$ cat src/hdl/crs_params.svh
// Offsets, field positions, reset values and cycle counts of the sequencer
`ifndef CRS_PARAMS_SVH
`define CRS_PARAMS_SVH

// Register byte offsets on the Avalon-MM slave
`define CRS_OFS_CTRL 4'h0
`define CRS_OFS_STATUS 4'h4
`define CRS_OFS_FIRST_WORD 4'h8

// Control register fields
`define CRS_CTRL_DBR_BIT 0
`define CRS_CTRL_RST 1'b0

// Status register fields
`define CRS_STAT_MODE_LSB 0
`define CRS_STAT_CORE_REL_BIT 3
`define CRS_STAT_FETCHED_BIT 4
`define CRS_STAT_WIDTH_LSB 5
`define CRS_STAT_BIG_BIT 7

// Mode input positions and reset level (weak pull-ups)
`define CRS_MODE_BIG_BIT 0
`define CRS_MODE_W8_BIT 1
`define CRS_MODE_W16_BIT 2
`define CRS_MODE_RST 3'h7

// Reset vector, physical address
`define CRS_RESET_VECTOR 32'h1fc0_0000

// Refill sizes in words
`define CRS_IREFILL_WORDS 3'h4
`define CRS_DREFILL_BLOCK 3'h4
`define CRS_DREFILL_SINGLE 3'h1

// Sequence lengths in system clock cycles
`define CRS_SYNC_SYSTEM_CLOCK_OUTPUT 2
`define CRS_PROP_SYSTEM_CLOCK_OUTPUT 1
`define CRS_FETCH_SYSTEM_CLOCK_OUTPUT 6

// Counter end points of those, in input clock cycles (system clock is input clock / 2)
`define CRS_SYNC_END (2 * `CRS_SYNC_SYSTEM_CLOCK_OUTPUT)
`define CRS_PROP_AT (2 * (`CRS_FETCH_SYSTEM_CLOCK_OUTPUT - `CRS_PROP_SYSTEM_CLOCK_OUTPUT))
`define CRS_FETCH_AT (2 * `CRS_FETCH_SYSTEM_CLOCK_OUTPUT - 1)

`endif

$ cat src/hdl/crs_pkg.sv
// Types shared by the reset sequencer files
package crs_pkg;

    typedef enum logic [2:0] {
        ST_RESET,
        ST_SYNC,
        ST_FLUSH,
        ST_PROP,
        ST_READ,
        ST_RUN
    } crs_state_e;

    typedef enum logic [1:0] {
        BW_32,
        BW_8,
        BW_16,
        BW_64
    } crs_boot_width_e;

endpackage

$ cat src/hdl/crs_pin_sync.sv
// Three-stage synchroniser for asynchronous level inputs
`timescale 1ns/100ps

module crs_pin_sync #(
    parameter int WIDTH = 3,
    parameter logic [WIDTH-1:0] RST = '1
) (
    input wire logic i_mclk,              // Input clock
    input wire logic i_rstn,              // Async reset, active low
    input wire logic [WIDTH-1:0] i_d,     // Asynchronous level
    output logic [WIDTH-1:0] o_q          // Settled level
);

    typedef struct packed {
        logic [WIDTH-1:0] s1;
        logic [WIDTH-1:0] s2;
        logic [WIDTH-1:0] s3;
        logic [WIDTH-1:0] q;
    } crs_pin_s;

    crs_pin_s r;
    crs_pin_s next_r;

    always_comb begin
        next_r = r;
        next_r.s1 = i_d;
        next_r.s2 = r.s1;
        next_r.s3 = r.s2;
        // Only bits on which stages two and three agree move
        for (int i = 0; i < WIDTH; i++) begin
            if (r.s2[i] == r.s3[i]) begin
                next_r.q[i] = r.s3[i];
            end
        end
    end

    always_ff @(posedge i_mclk or negedge i_rstn) begin
        if (!i_rstn) begin
            r <= {RST, RST, RST, RST};
        end else begin
            r <= next_r;
        end
    end

    assign o_q = r.q;

endmodule

$ cat src/hdl/crs_rst_sync.sv
// Reset synchroniser: asserts at once, releases on the input clock
`timescale 1ns/100ps

module crs_rst_sync (
    input wire logic i_mclk,              // Input clock
    input wire logic i_arst_n,            // System reset pin, active low
    output logic o_release                // Reset seen released
);

    typedef struct packed {
        logic s1;
        logic s2;
        logic s3;
    } crs_rst_s;

    crs_rst_s r;
    crs_rst_s next_r;

    always_comb begin
        next_r.s1 = 1'b1;
        next_r.s2 = r.s1;
        next_r.s3 = r.s2;
    end

    // Release may come at any time; assertion needs no clock
    always_ff @(posedge i_mclk or negedge i_arst_n) begin
        if (!i_arst_n) begin
            r <= '0;
        end else begin
            r <= next_r;
        end
    end

    // A release too close to an edge simply lands one clock later
    assign o_release = r.s2 & r.s3; // RULE_10

endmodule

$ cat src/hdl/crs_sequencer.sv
// Reset sequencer, mode latch and register slave of the processor
`timescale 1ns/100ps
`include "crs_params.svh"

// Operation
// RULE_01: During reset the system clock output runs at half the input clock.
// RULE_02: During reset data bus floats, address latch and strobes stay high.
// RULE_03: During reset the address bus and diagnostic outputs are driven.
// RULE_04: Reset release is detected on a falling system clock edge.
// RULE_05: Instruction read begins six system clocks after detected release.
// RULE_06: Reset is synchronised, adding two cycles before core release.
// RULE_07: One extra cycle carries the fetch request from core to bus.
// RULE_08: Execution starts at the uncached, unmapped vector 0x1FC0_0000.
// RULE_09: Mode inputs are latched transparently while reset is asserted.
// RULE_10: Late release delays recognition one clock, not mode sampling.
// RULE_11: The system clock output keeps running throughout reset.
// RULE_12: Instruction refills are four words; data refills one or four.
// RULE_13: Reverse endian, streaming and partial stores are always enabled.
// RULE_14: Boot code sets usable and cache bits before any data reference.
// RULE_15: Boot code sizes and invalidates the caches before cached code.
// RULE_16: With pull-up mode inputs, warm reset must be held much longer.
// RULE_17: Boot width inputs: 11 32-bit, 10 8-bit, 01 16-bit, 00 64-bit.
// RULE_18: Byte order input high means big endian, low little endian.
// RULE_19: Latched modes stay constant until reset is asserted again.
module crs_sequencer (
    input wire logic i_mclk,                      // Input clock, 10 MHz
    input wire logic i_rstn,                      // Power-on reset, low
    input wire logic i_system_reset_n,            // System reset pin, low
    input wire logic [2:0] i_sync_interrupt_mode_inputs, // Mode pins
    input wire logic i_read_done,                 // Boot read completed
    input wire logic [31:0] i_system_data_bus,    // Data bus, input side
    output logic [31:0] o_system_data_bus,        // Data bus, output side
    output logic o_system_data_bus_oe,            // Data bus drive enable
    output logic o_system_clock_output,           // Input clock / 2
    output logic o_address_latch_enable,          // Address latch, high idle
    output logic o_rd_n,                          // Read strobe, low
    output logic o_wr_n,                          // Write strobe, low
    output logic [31:0] o_system_address_bus,     // Address bus
    output logic [1:0] o_diagnostic_outputs,      // Diagnostic pins
    output logic o_core_reset_n,                  // Core reset, low
    output logic o_fetch_start,                   // First fetch pulse
    output logic o_byte_order_select,             // 1 big, 0 little endian
    output crs_pkg::crs_boot_width_e o_boot_width, // Boot port width
    output logic [2:0] o_instr_refill_size,       // Words per I refill
    output logic [2:0] o_data_refill_size,        // Words per D refill
    output logic o_rev_endian_en,                 // Reverse endian capable
    output logic o_instr_stream_en,               // Instruction streaming
    output logic o_partial_store_en,              // Partial word stores
    input wire logic [3:0] i_avs_address,         // Avalon byte address
    input wire logic i_avs_read,                  // Avalon read
    input wire logic i_avs_write,                 // Avalon write
    input wire logic [3:0] i_avs_byteenable,      // Avalon byte enables
    input wire logic [31:0] i_avs_writedata,      // Avalon write data
    output logic [31:0] o_avs_readdata,           // Avalon read data
    output logic o_avs_waitrequest                // Avalon wait request
);

    typedef struct packed {
        crs_pkg::crs_state_e st;
        logic [3:0] cnt;
        logic system_clock_output;
        logic core_rel;
        logic [2:0] modes;
        logic dbr;
        logic fetched;
        logic [31:0] first_word;
        logic ack;
        logic [31:0] rdata;
    } crs_seq_s;

    crs_seq_s r;
    crs_seq_s next_r;
    logic rst_rel;
    logic [2:0] mode_q;
    logic bus_req;
    logic reading;
    crs_pkg::crs_boot_width_e width;

    crs_rst_sync u_rst_sync (
        .i_mclk(i_mclk),
        .i_arst_n(i_system_reset_n),
        .o_release(rst_rel)
    );

    crs_pin_sync #(
        .WIDTH(3),
        .RST(`CRS_MODE_RST)
    ) u_mode_sync (
        .i_mclk(i_mclk),
        .i_rstn(i_rstn),
        .i_d(i_sync_interrupt_mode_inputs),
        .o_q(mode_q)
    );

    // Boot pins are active low; the code points are the inverted pin pair
    always_comb begin
        case (r.modes[`CRS_MODE_W16_BIT:`CRS_MODE_W8_BIT])
            2'h3: width = crs_pkg::BW_32; // RULE_17
            2'h2: width = crs_pkg::BW_8; // RULE_17
            2'h1: width = crs_pkg::BW_16; // RULE_17
            default: width = crs_pkg::BW_64; // RULE_17
        endcase
    end

    assign bus_req = i_avs_read | i_avs_write;

    always_comb begin
        next_r = r;
        // Free-running divider, untouched by the system reset pin
        next_r.system_clock_output = ~r.system_clock_output; // RULE_01 RULE_11
        // Latch is open while reset is seen, closes on its release
        if (!rst_rel) begin
            next_r.modes = mode_q; // RULE_09 RULE_10 RULE_19
        end
        case (r.st)
            crs_pkg::ST_RESET: begin
                next_r.cnt = 4'h0;
                next_r.core_rel = 1'b0;
                // Falls on this edge when the divider is high
                if (rst_rel && r.system_clock_output) begin
                    next_r.st = crs_pkg::ST_SYNC; // RULE_04
                end
            end
            crs_pkg::ST_SYNC: begin
                next_r.cnt = r.cnt + 4'h1;
                if (next_r.cnt == 4'(`CRS_SYNC_END)) begin
                    next_r.st = crs_pkg::ST_FLUSH;
                    next_r.core_rel = 1'b1; // RULE_06
                end
            end
            crs_pkg::ST_FLUSH: begin
                next_r.cnt = r.cnt + 4'h1;
                if (next_r.cnt == 4'(`CRS_PROP_AT)) begin
                    next_r.st = crs_pkg::ST_PROP; // RULE_07
                end
            end
            crs_pkg::ST_PROP: begin
                next_r.cnt = r.cnt + 4'h1;
                if (next_r.cnt == 4'(`CRS_FETCH_AT)) begin
                    next_r.st = crs_pkg::ST_READ; // RULE_05
                end
            end
            crs_pkg::ST_READ: begin
                if (i_read_done) begin
                    next_r.st = crs_pkg::ST_RUN;
                    next_r.fetched = 1'b1;
                    next_r.first_word = i_system_data_bus;
                end
            end
            crs_pkg::ST_RUN: begin
                next_r.st = crs_pkg::ST_RUN;
            end
            default: begin
                next_r.st = crs_pkg::ST_RESET;
            end
        endcase
        // A new assertion restarts the whole sequence
        if (!rst_rel) begin
            next_r.st = crs_pkg::ST_RESET;
            next_r.core_rel = 1'b0;
            next_r.fetched = 1'b0;
        end

        // Avalon slave: one wait state, then the answer
        next_r.ack = bus_req & ~r.ack;
        if (i_avs_read && !r.ack) begin
            case (i_avs_address)
                `CRS_OFS_CTRL: begin
                    next_r.rdata = 32'h0;
                    next_r.rdata[`CRS_CTRL_DBR_BIT] = r.dbr;
                end
                `CRS_OFS_STATUS: begin
                    next_r.rdata = 32'h0;
                    next_r.rdata[`CRS_STAT_MODE_LSB +: 3] = r.modes;
                    next_r.rdata[`CRS_STAT_CORE_REL_BIT] = r.core_rel;
                    next_r.rdata[`CRS_STAT_FETCHED_BIT] = r.fetched;
                    next_r.rdata[`CRS_STAT_WIDTH_LSB +: 2] = width;
                    next_r.rdata[`CRS_STAT_BIG_BIT] =
                        r.modes[`CRS_MODE_BIG_BIT];
                end
                `CRS_OFS_FIRST_WORD: begin
                    next_r.rdata = r.first_word;
                end
                default: begin
                    next_r.rdata = 32'h0;
                end
            endcase
        end
        if (i_avs_write && r.ack && i_avs_address == `CRS_OFS_CTRL
                && i_avs_byteenable[0]) begin
            next_r.dbr = i_avs_writedata[`CRS_CTRL_DBR_BIT];
        end
    end

    always_ff @(posedge i_mclk or negedge i_rstn) begin
        if (!i_rstn) begin
            r.st <= crs_pkg::ST_RESET;
            r.cnt <= 4'h0;
            r.system_clock_output <= 1'b0;
            r.core_rel <= 1'b0;
            r.modes <= `CRS_MODE_RST;
            r.dbr <= `CRS_CTRL_RST;
            r.fetched <= 1'b0;
            r.first_word <= 32'h0;
            r.ack <= 1'b0;
            r.rdata <= 32'h0;
        end else begin
            r <= next_r;
        end
    end

    // Outputs
    assign o_system_clock_output = r.system_clock_output; // RULE_01
    assign o_system_data_bus = 32'h0;
    // Never drives the data bus; the boot read only samples it
    assign o_system_data_bus_oe = 1'b0; // RULE_02
    // A new reset drops the strobes at once, not at the next edge
    assign reading = (r.st == crs_pkg::ST_READ) && rst_rel;
    assign o_address_latch_enable = !reading; // RULE_02
    assign o_rd_n = !reading; // RULE_02
    assign o_wr_n = 1'b1; // RULE_02
    // Vector is driven outside the read too, so the bus never floats
    assign o_system_address_bus = `CRS_RESET_VECTOR; // RULE_03 RULE_08
    assign o_diagnostic_outputs = {r.fetched, r.core_rel}; // RULE_03
    // Gated by the release so a new reset reaches the core at once
    assign o_core_reset_n = r.core_rel & rst_rel; // RULE_06
    assign o_fetch_start = (r.st == crs_pkg::ST_PROP) &&
                           (r.cnt == 4'(`CRS_FETCH_AT - 1));
    assign o_byte_order_select = r.modes[`CRS_MODE_BIG_BIT]; // RULE_18
    assign o_boot_width = width;
    assign o_instr_refill_size = `CRS_IREFILL_WORDS; // RULE_12
    assign o_data_refill_size = r.dbr ? `CRS_DREFILL_BLOCK
                                      : `CRS_DREFILL_SINGLE; // RULE_12
    assign o_rev_endian_en = 1'b1; // RULE_13
    assign o_instr_stream_en = 1'b1; // RULE_13
    assign o_partial_store_en = 1'b1; // RULE_13
    assign o_avs_readdata = r.rdata;
    assign o_avs_waitrequest = bus_req & ~r.ack;
endmodule

$ cat config.mk
export PLATFORM = sky130hd
export DESIGN_NAME = crs_sequencer
export DESIGN_NICKNAME = d
export VERILOG_FILES = /design/src/hdl/crs_pkg.sv /design/src/hdl/crs_pin_sync.sv /design/src/hdl/crs_rst_sync.sv /design/src/hdl/crs_sequencer.sv
export VERILOG_INCLUDE_DIRS = /design/src /design/src/hdl
export SDC_FILE = /design/constraint.sdc
export NUM_CORES = 1
export LEC_CHECK = 0
export BUFFER_PORTS_ARGS = -buffer_cell sky130_fd_sc_hd__buf_2
export CAP_MARGIN = 20
export CORE_MARGIN = 2
export CORE_UTILIZATION = 50
export CTS_BUF_LIST = sky130_fd_sc_hd__clkbuf_8
export DETAILED_ROUTE_END_ITERATION = 8
export PLACE_DENSITY = 0.83
export RECOVER_POWER = 25
export SYNTH_ARGS = -nofsm -noshare
export SYNTH_HDL_FRONTEND = slang
export SYNTH_SLANG_ARGS = --single-unit
$ cat constraint.sdc
create_clock -name i_mclk -period 1.8 [get_ports i_mclk]
set_input_delay 0.36 -clock i_mclk [delete_from_list [all_inputs] [get_ports i_mclk]]
set_output_delay 0.36 -clock i_mclk [all_outputs]
set_load 0.03 [all_outputs]
== Word-level counts from Yosys, hierarchy flattened ==
Cells that the tools add are included.

* Bits in registers: 94
* Input bits: 81
* Output and inout port bits: 118

* Bitwise logic cells: 6
* Multiplexer cells: 17
* Reduce and logical (&&, ||, !) cells: 17
* $add $sub $neg: 1
* Eq/ne operators: 25

{| class="wikitable"
|+ Operators by type and width
! kind !! count
|-
| $pmux 32 s3 || 1
|-
| $mux 33 || 2
|-
| $mux 3 || 7
|-
| $pmux 3 s6 || 1
|-
| $eq 4x4->1 const B || 4
|-
| $ne 3x3->1 const B || 5
|-
| $eq 4x3->1 const B || 2
|-
| $pmux 4 s2 || 1
|-
| $logic_and 1x1->1 || 7
|-
| $eq 3x2->1 const B || 2
|-
| $eq 3x3->1 const B || 2
|-
| $pmux 2 s3 || 1
|-
| $reduce_and 2->1 || 3
|-
| $reduce_and 5->1 || 1
|-
| $add 4x1->4 const B || 1
|-
| $eq 2x2->1 const B || 2
|-
| $logic_not 4->1 || 1
|-
| $and 1x1->1 || 3
|-
| $eq 1x1->1 || 3
|-
| $eq 3x1->1 const B || 1
|-
| $logic_not 3->1 || 1
|-
| $mux 1 || 3
|-
| $ne 3x1->1 const B || 1
|-
| $reduce_or 3->1 || 1
|-
| 8 further kinds || 10
|}

== Depth between registers and ports, before layout ==
* Word-level depth: 5
* Mapped depth: 7
* Depth with buffers taken out: 6

== Modules after synthesis ==
A second synthesis with hierarchy kept.

* Cell total of the unflattened synthesis: 395
* Area, all modules: 4747.1 um2

{| class="wikitable"
|+ By module, submodules not included
! module !! sequential area each (um2) !! area an instance (um2) !! cells an instance !! times used
|-
| crs_sequencer || 1980.6 || 4290.4 || 372 || 1
|-
| crs_pin_sync || 315.3 || 371.6 || 18 || 1
|-
| crs_rst_sync || 75.1 || 85.1 || 5 || 1
|}

== Least setup slack after synthesis ==
Ideal clock, no wire load.

* Path kind: flip-flop to output port
* Start: register r[72] (netlist bit)
* End: output port o_fetch_start
* Slack: -0.025 ns
* Cell stages (with the launch flop): 5
* Data arrival time: 1.465 ns
* Data required time: 1.440 ns
* Cell sequence: dfrtp_1 -> inv_1 -> ha_1 -> nand2_1 -> nor3b_1

* Cells in the longest elaborated chain, start to end: 2

{| class="wikitable"
|+ Ends and longest elaborated chain
! element !! RTL line !! RTL
|-
| start: declaration || crs_sequencer.sv:71 || <nowiki>crs_seq_s r;</nowiki>
|-
| start signal: assignment || crs_sequencer.sv:208 || <nowiki>r <= next_r;</nowiki>
|-
| $eq 4x4->1 || crs_sequencer.sv:228 || <nowiki>(r.cnt == 4'(`CRS_FETCH_AT - 1));</nowiki>
|-
| $logic_and 1x1->1 || crs_sequencer.sv:227 || <nowiki>assign o_fetch_start = (r.st == crs_pkg::ST_PROP) &&</nowiki>
|-
| end: declaration || crs_sequencer.sv:41 || <nowiki>output logic o_fetch_start,</nowiki>
|}

Every way passes these cells.

== Worst setup path in the final report ==
* Start: register r[77] (netlist bit)
* End: output port o_rd_n

* Cells in the longest elaborated chain, start to end: 3

{| class="wikitable"
|+ Ends and longest elaborated chain
! element !! RTL line !! RTL
|-
| $eq 3x3->1 || crs_sequencer.sv:218 || <nowiki>assign reading = (r.st == crs_pkg::ST_READ) && rst_rel;</nowiki>
|-
| $logic_and 1x1->1 || crs_sequencer.sv:218 ||
|-
| $logic_not 1->1 || crs_sequencer.sv:220 || <nowiki>assign o_rd_n = !reading;</nowiki>
|-
| end: declaration || crs_sequencer.sv:36 || <nowiki>output logic o_rd_n,</nowiki>
|}

Every way passes these cells.

==> results.md <==
* Status: finished clean
* Area grow syn2layout at 7.30%
* Initial Util at 51.2%
* Hold Path Cell Cnt at 1
* Max Buffers Root-to-Sink at 2
* Avg WL per Cell at 15.2 um
* Row count at 35
* DP Wirelength at 5.91 mm
* Fin worst setup slack at 0.00427 ns
* DR DRC count at 0
* Initial antenna violation count at 0
* Crit Reg-Reg Endpoint: r[58]
* Antenna Cells at 0
* Flip-flop and latch area at 2380 sq um
* Via density at 4.84
* Final worst path period share at 99.8%
* Leak pwr at 2.62 nW
* Number of global-route vias before repair at 2,673
* Filler cell count at 794
* Number of synthesized flops with an enable pin at 0
* P_sw at 1.19 mW
* Max_cap viols at 0
* R2R setup slack at 0.04 ns
* Cells on worst reg2reg path at 6
* Total power at 3.99 mW
* Final Hold Viols at 0
* Die area at 10,200 sq um
* Fmax at 557 MHz
* Primary FF master, synth: dfrtp_1
* Sum Neg Setup Slack at 0 ns
* Routed WL at 8.70 mm
* RSZ-0062 raised after global routing: yes
* Critical Path RT at 1.44 ns
* Dpl cell area at 4700 sq um
* Hold_sp: i_sync_interrupt_mode_inputs[1]
* Crit Path Max Fanout at 2
* GR Overflow Total at 0
* Die Y at 101 um
* Fin cells at 572
* Logic pwr share at 12.1%
* Worst hold slack at 0.0900 ns
* DR vias at 2,770
* Layout cells sized above 1 at 42.5%
* Cell Area, Synth at 4710 sq um
* Port bufs at 91
* Synth cell count leaders: buf_4 (109), dfrtp_1 (79), mux2_4 (29)
* Most frequent cell after synthesis: buf_4
* Nets at 540
* Asr flop ratio synth at 100%
* Synth area leader: dfrtp_1
* Synth warnings at 0
* Worst path cell trace: nand2b_4 > or3_4 > buf_6
* Max Slew Vio Count at 0
* CTS tree: done
* Antenna viol nets, final at 0
* Place WS at -0.0254 ns
* Final setup viols at 0
* Worst r2r src: r[77]
* Multi-input gate area at 1640 sq um
* Seq/Total Area, Yosys at 50.3%
* Pint at 2.80 mW
* Reg clk slew, reported paths at 0.10 ns
* Post-Syn Instances at 386
* Syn avg cell area at 12.2 sq um
* Iteration-0 DRC Markers at 95
* Yosys cell types at 46
* Slew @ Worst Pin at 0.688 ns
* Slowest stage cell, crit path: dfrtp_2
* Worst setup SP type: flop
* Placed Cells incl. Taps at 544
* Post-synth top area share at 42.0%
* IO Pins at 199
* Synth area leaders: dfrtp_1 (42%), buf_4 (17%), mux2_4 (9.2%)
* Max-slew headroom at 54.2%
* Register share of total power at 55.0%
* Switch share at 29.8%
* Routability cong. at 0.885
* Peak supply drop at 0.455 mV
* Post-layout util at 55.0%
* GRT Util Overall at 16.9%
* Pwr dens at 790 nW/um^2
* First-pass GRT wire length at 13.3 mm
* Pre-Repair DR Iteration Count at 4
* Seq cells post-synth at 94
* Clock power share at 32.9%
* H-tree depth at 3
* CP arrival at 1.44 ns
* WHS Endpoint: u_mode_sync.next_r[7]
* Worst Setup End Kind: output port
* Die W at 101 um
* Final setup skew at 0.0107 ns
* CP max stage delay at 0.42 ns
* Placeable Area at 9200 sq um
* Hold Crit Class: in -> reg
* Clock root buffer: clkbuf_8
* Clk_lat worst skew at 0.35 ns
* Sink Count at 94
* TritonCTS buffer count at 9
* Design area at 5050 sq um
* Type of the worst setup path: reg -> out
* Largest net degree at the start of global routing at 35
* Period minus WS final at 1.80 ns
-- what timing repair did --
item                       in CTS  in global routing
hold endpoints to repair       29                  0
cloned                          0                  2
pin swaps                       1                  3
buffers inserted                7                  2
resized for setup              16                  1
setup endpoints to repair       3                 33
hold buffers                    2                  0
-- cell usage in the layout, fill, tap and decap left out, types with 7 or more instances in the layout --
| cell | synthesis | final |
|---|---|---|
| conb_1 | 2 | 74 |
| nor2_1 | 9 | 9 |
| clkbuf_8 | 0 | 9 |
| o21ai_0 | 15 | 15 |
| dfstp_2 | 15 | 13 |
| a22o_1 | 21 | 21 |
| dfrtp_1 | 79 | 74 |
| a21oi_1 | 7 | 7 |
| buf_4 | 109 | 15 |
| mux2_4 | 29 | 29 |
| nand2_1 | 18 | 17 |
| buf_2 | 3 | 86 |
-- metal layers --
metal | vias up | wire length (um) | GRT usage (%) | share of wire, %
li1 | 1270 | - | - | -
met1 | 1388 | 3650 | 20.8 | 42
met2 | 105 | 4400 | 29.2 | 51
met3 | 7 | 579 | 5.06 | 6.7
met4 | 0 | 69 | 4.37 | 0.79
met5 | - | 0 | 0 | 0
-- registers in the layout, summed over array words and instances (netlist names), 2 cells and up --
register,count
u_mode_sync.next_r,6
u_rst_sync.next_r,2
o_diagnostic_outputs,2
r,43
u_mode_sync.r,3
o_avs_readdata,32
u_mode_sync.o_q,3
-- cells by family (layout without fill, tap and decap cells) --
family,Yosys count,after routing,synth area share (%)
simple gates,56,56,6.53
other cells,2,74,0.159
flops,94,94,50.3
buf+inv,131,134,21.4
mux,34,34,10.4
fa+ha+maj,6,6,1.43
compound gates,63,63,9.75
-- how the worst max path moves through the flow --
stage / start / slack [ns] / to
2_1_floorplan: r[77] / 0.11 / o_rd_n
3_3_place_gp: i_avs_address[3] / 0.02 / o_avs_readdata[12]
3_5_place_dp: i_avs_address[3] / -0.03 / o_avs_readdata[12]
4_1_cts: r[76] / -0.005 / o_rd_n
5_1_grt: r[78] / -0.04 / o_fetch_start
6_report: r[77] / 0.004 / o_rd_n
-- power by group through the flow --
stage	Combinational [mW]	Sequential, mW	Clock [mW]
floorplan	0.455	2.24	0
global placement	0.470	2.24	0
detailed placement	0.477	2.24	0
CTS	0.488	2.20	1.37
global route	0.525	2.20	1.45
finish	0.481	2.20	1.31
-- worst max-delay path: cells and delay by family (launching register included) --
kind | cells | cell delay (ns)
AND/OR/NAND/NOR | 2 | 0.51
flip-flops | 1 | 0.42
buffers and inverters | 1 | 0.15
-- final cells by class --
type	instances	share of cell area [%]
tap	111	2.75
timing repair buffer	112	13.7
sequential	94	47.0
clock inverter	7	1.24
inverter	6	0.446
multi-input combinational	233	32.4
clock buffer	9	2.45
Note: power is estimated with default switching activity, not from simulation.
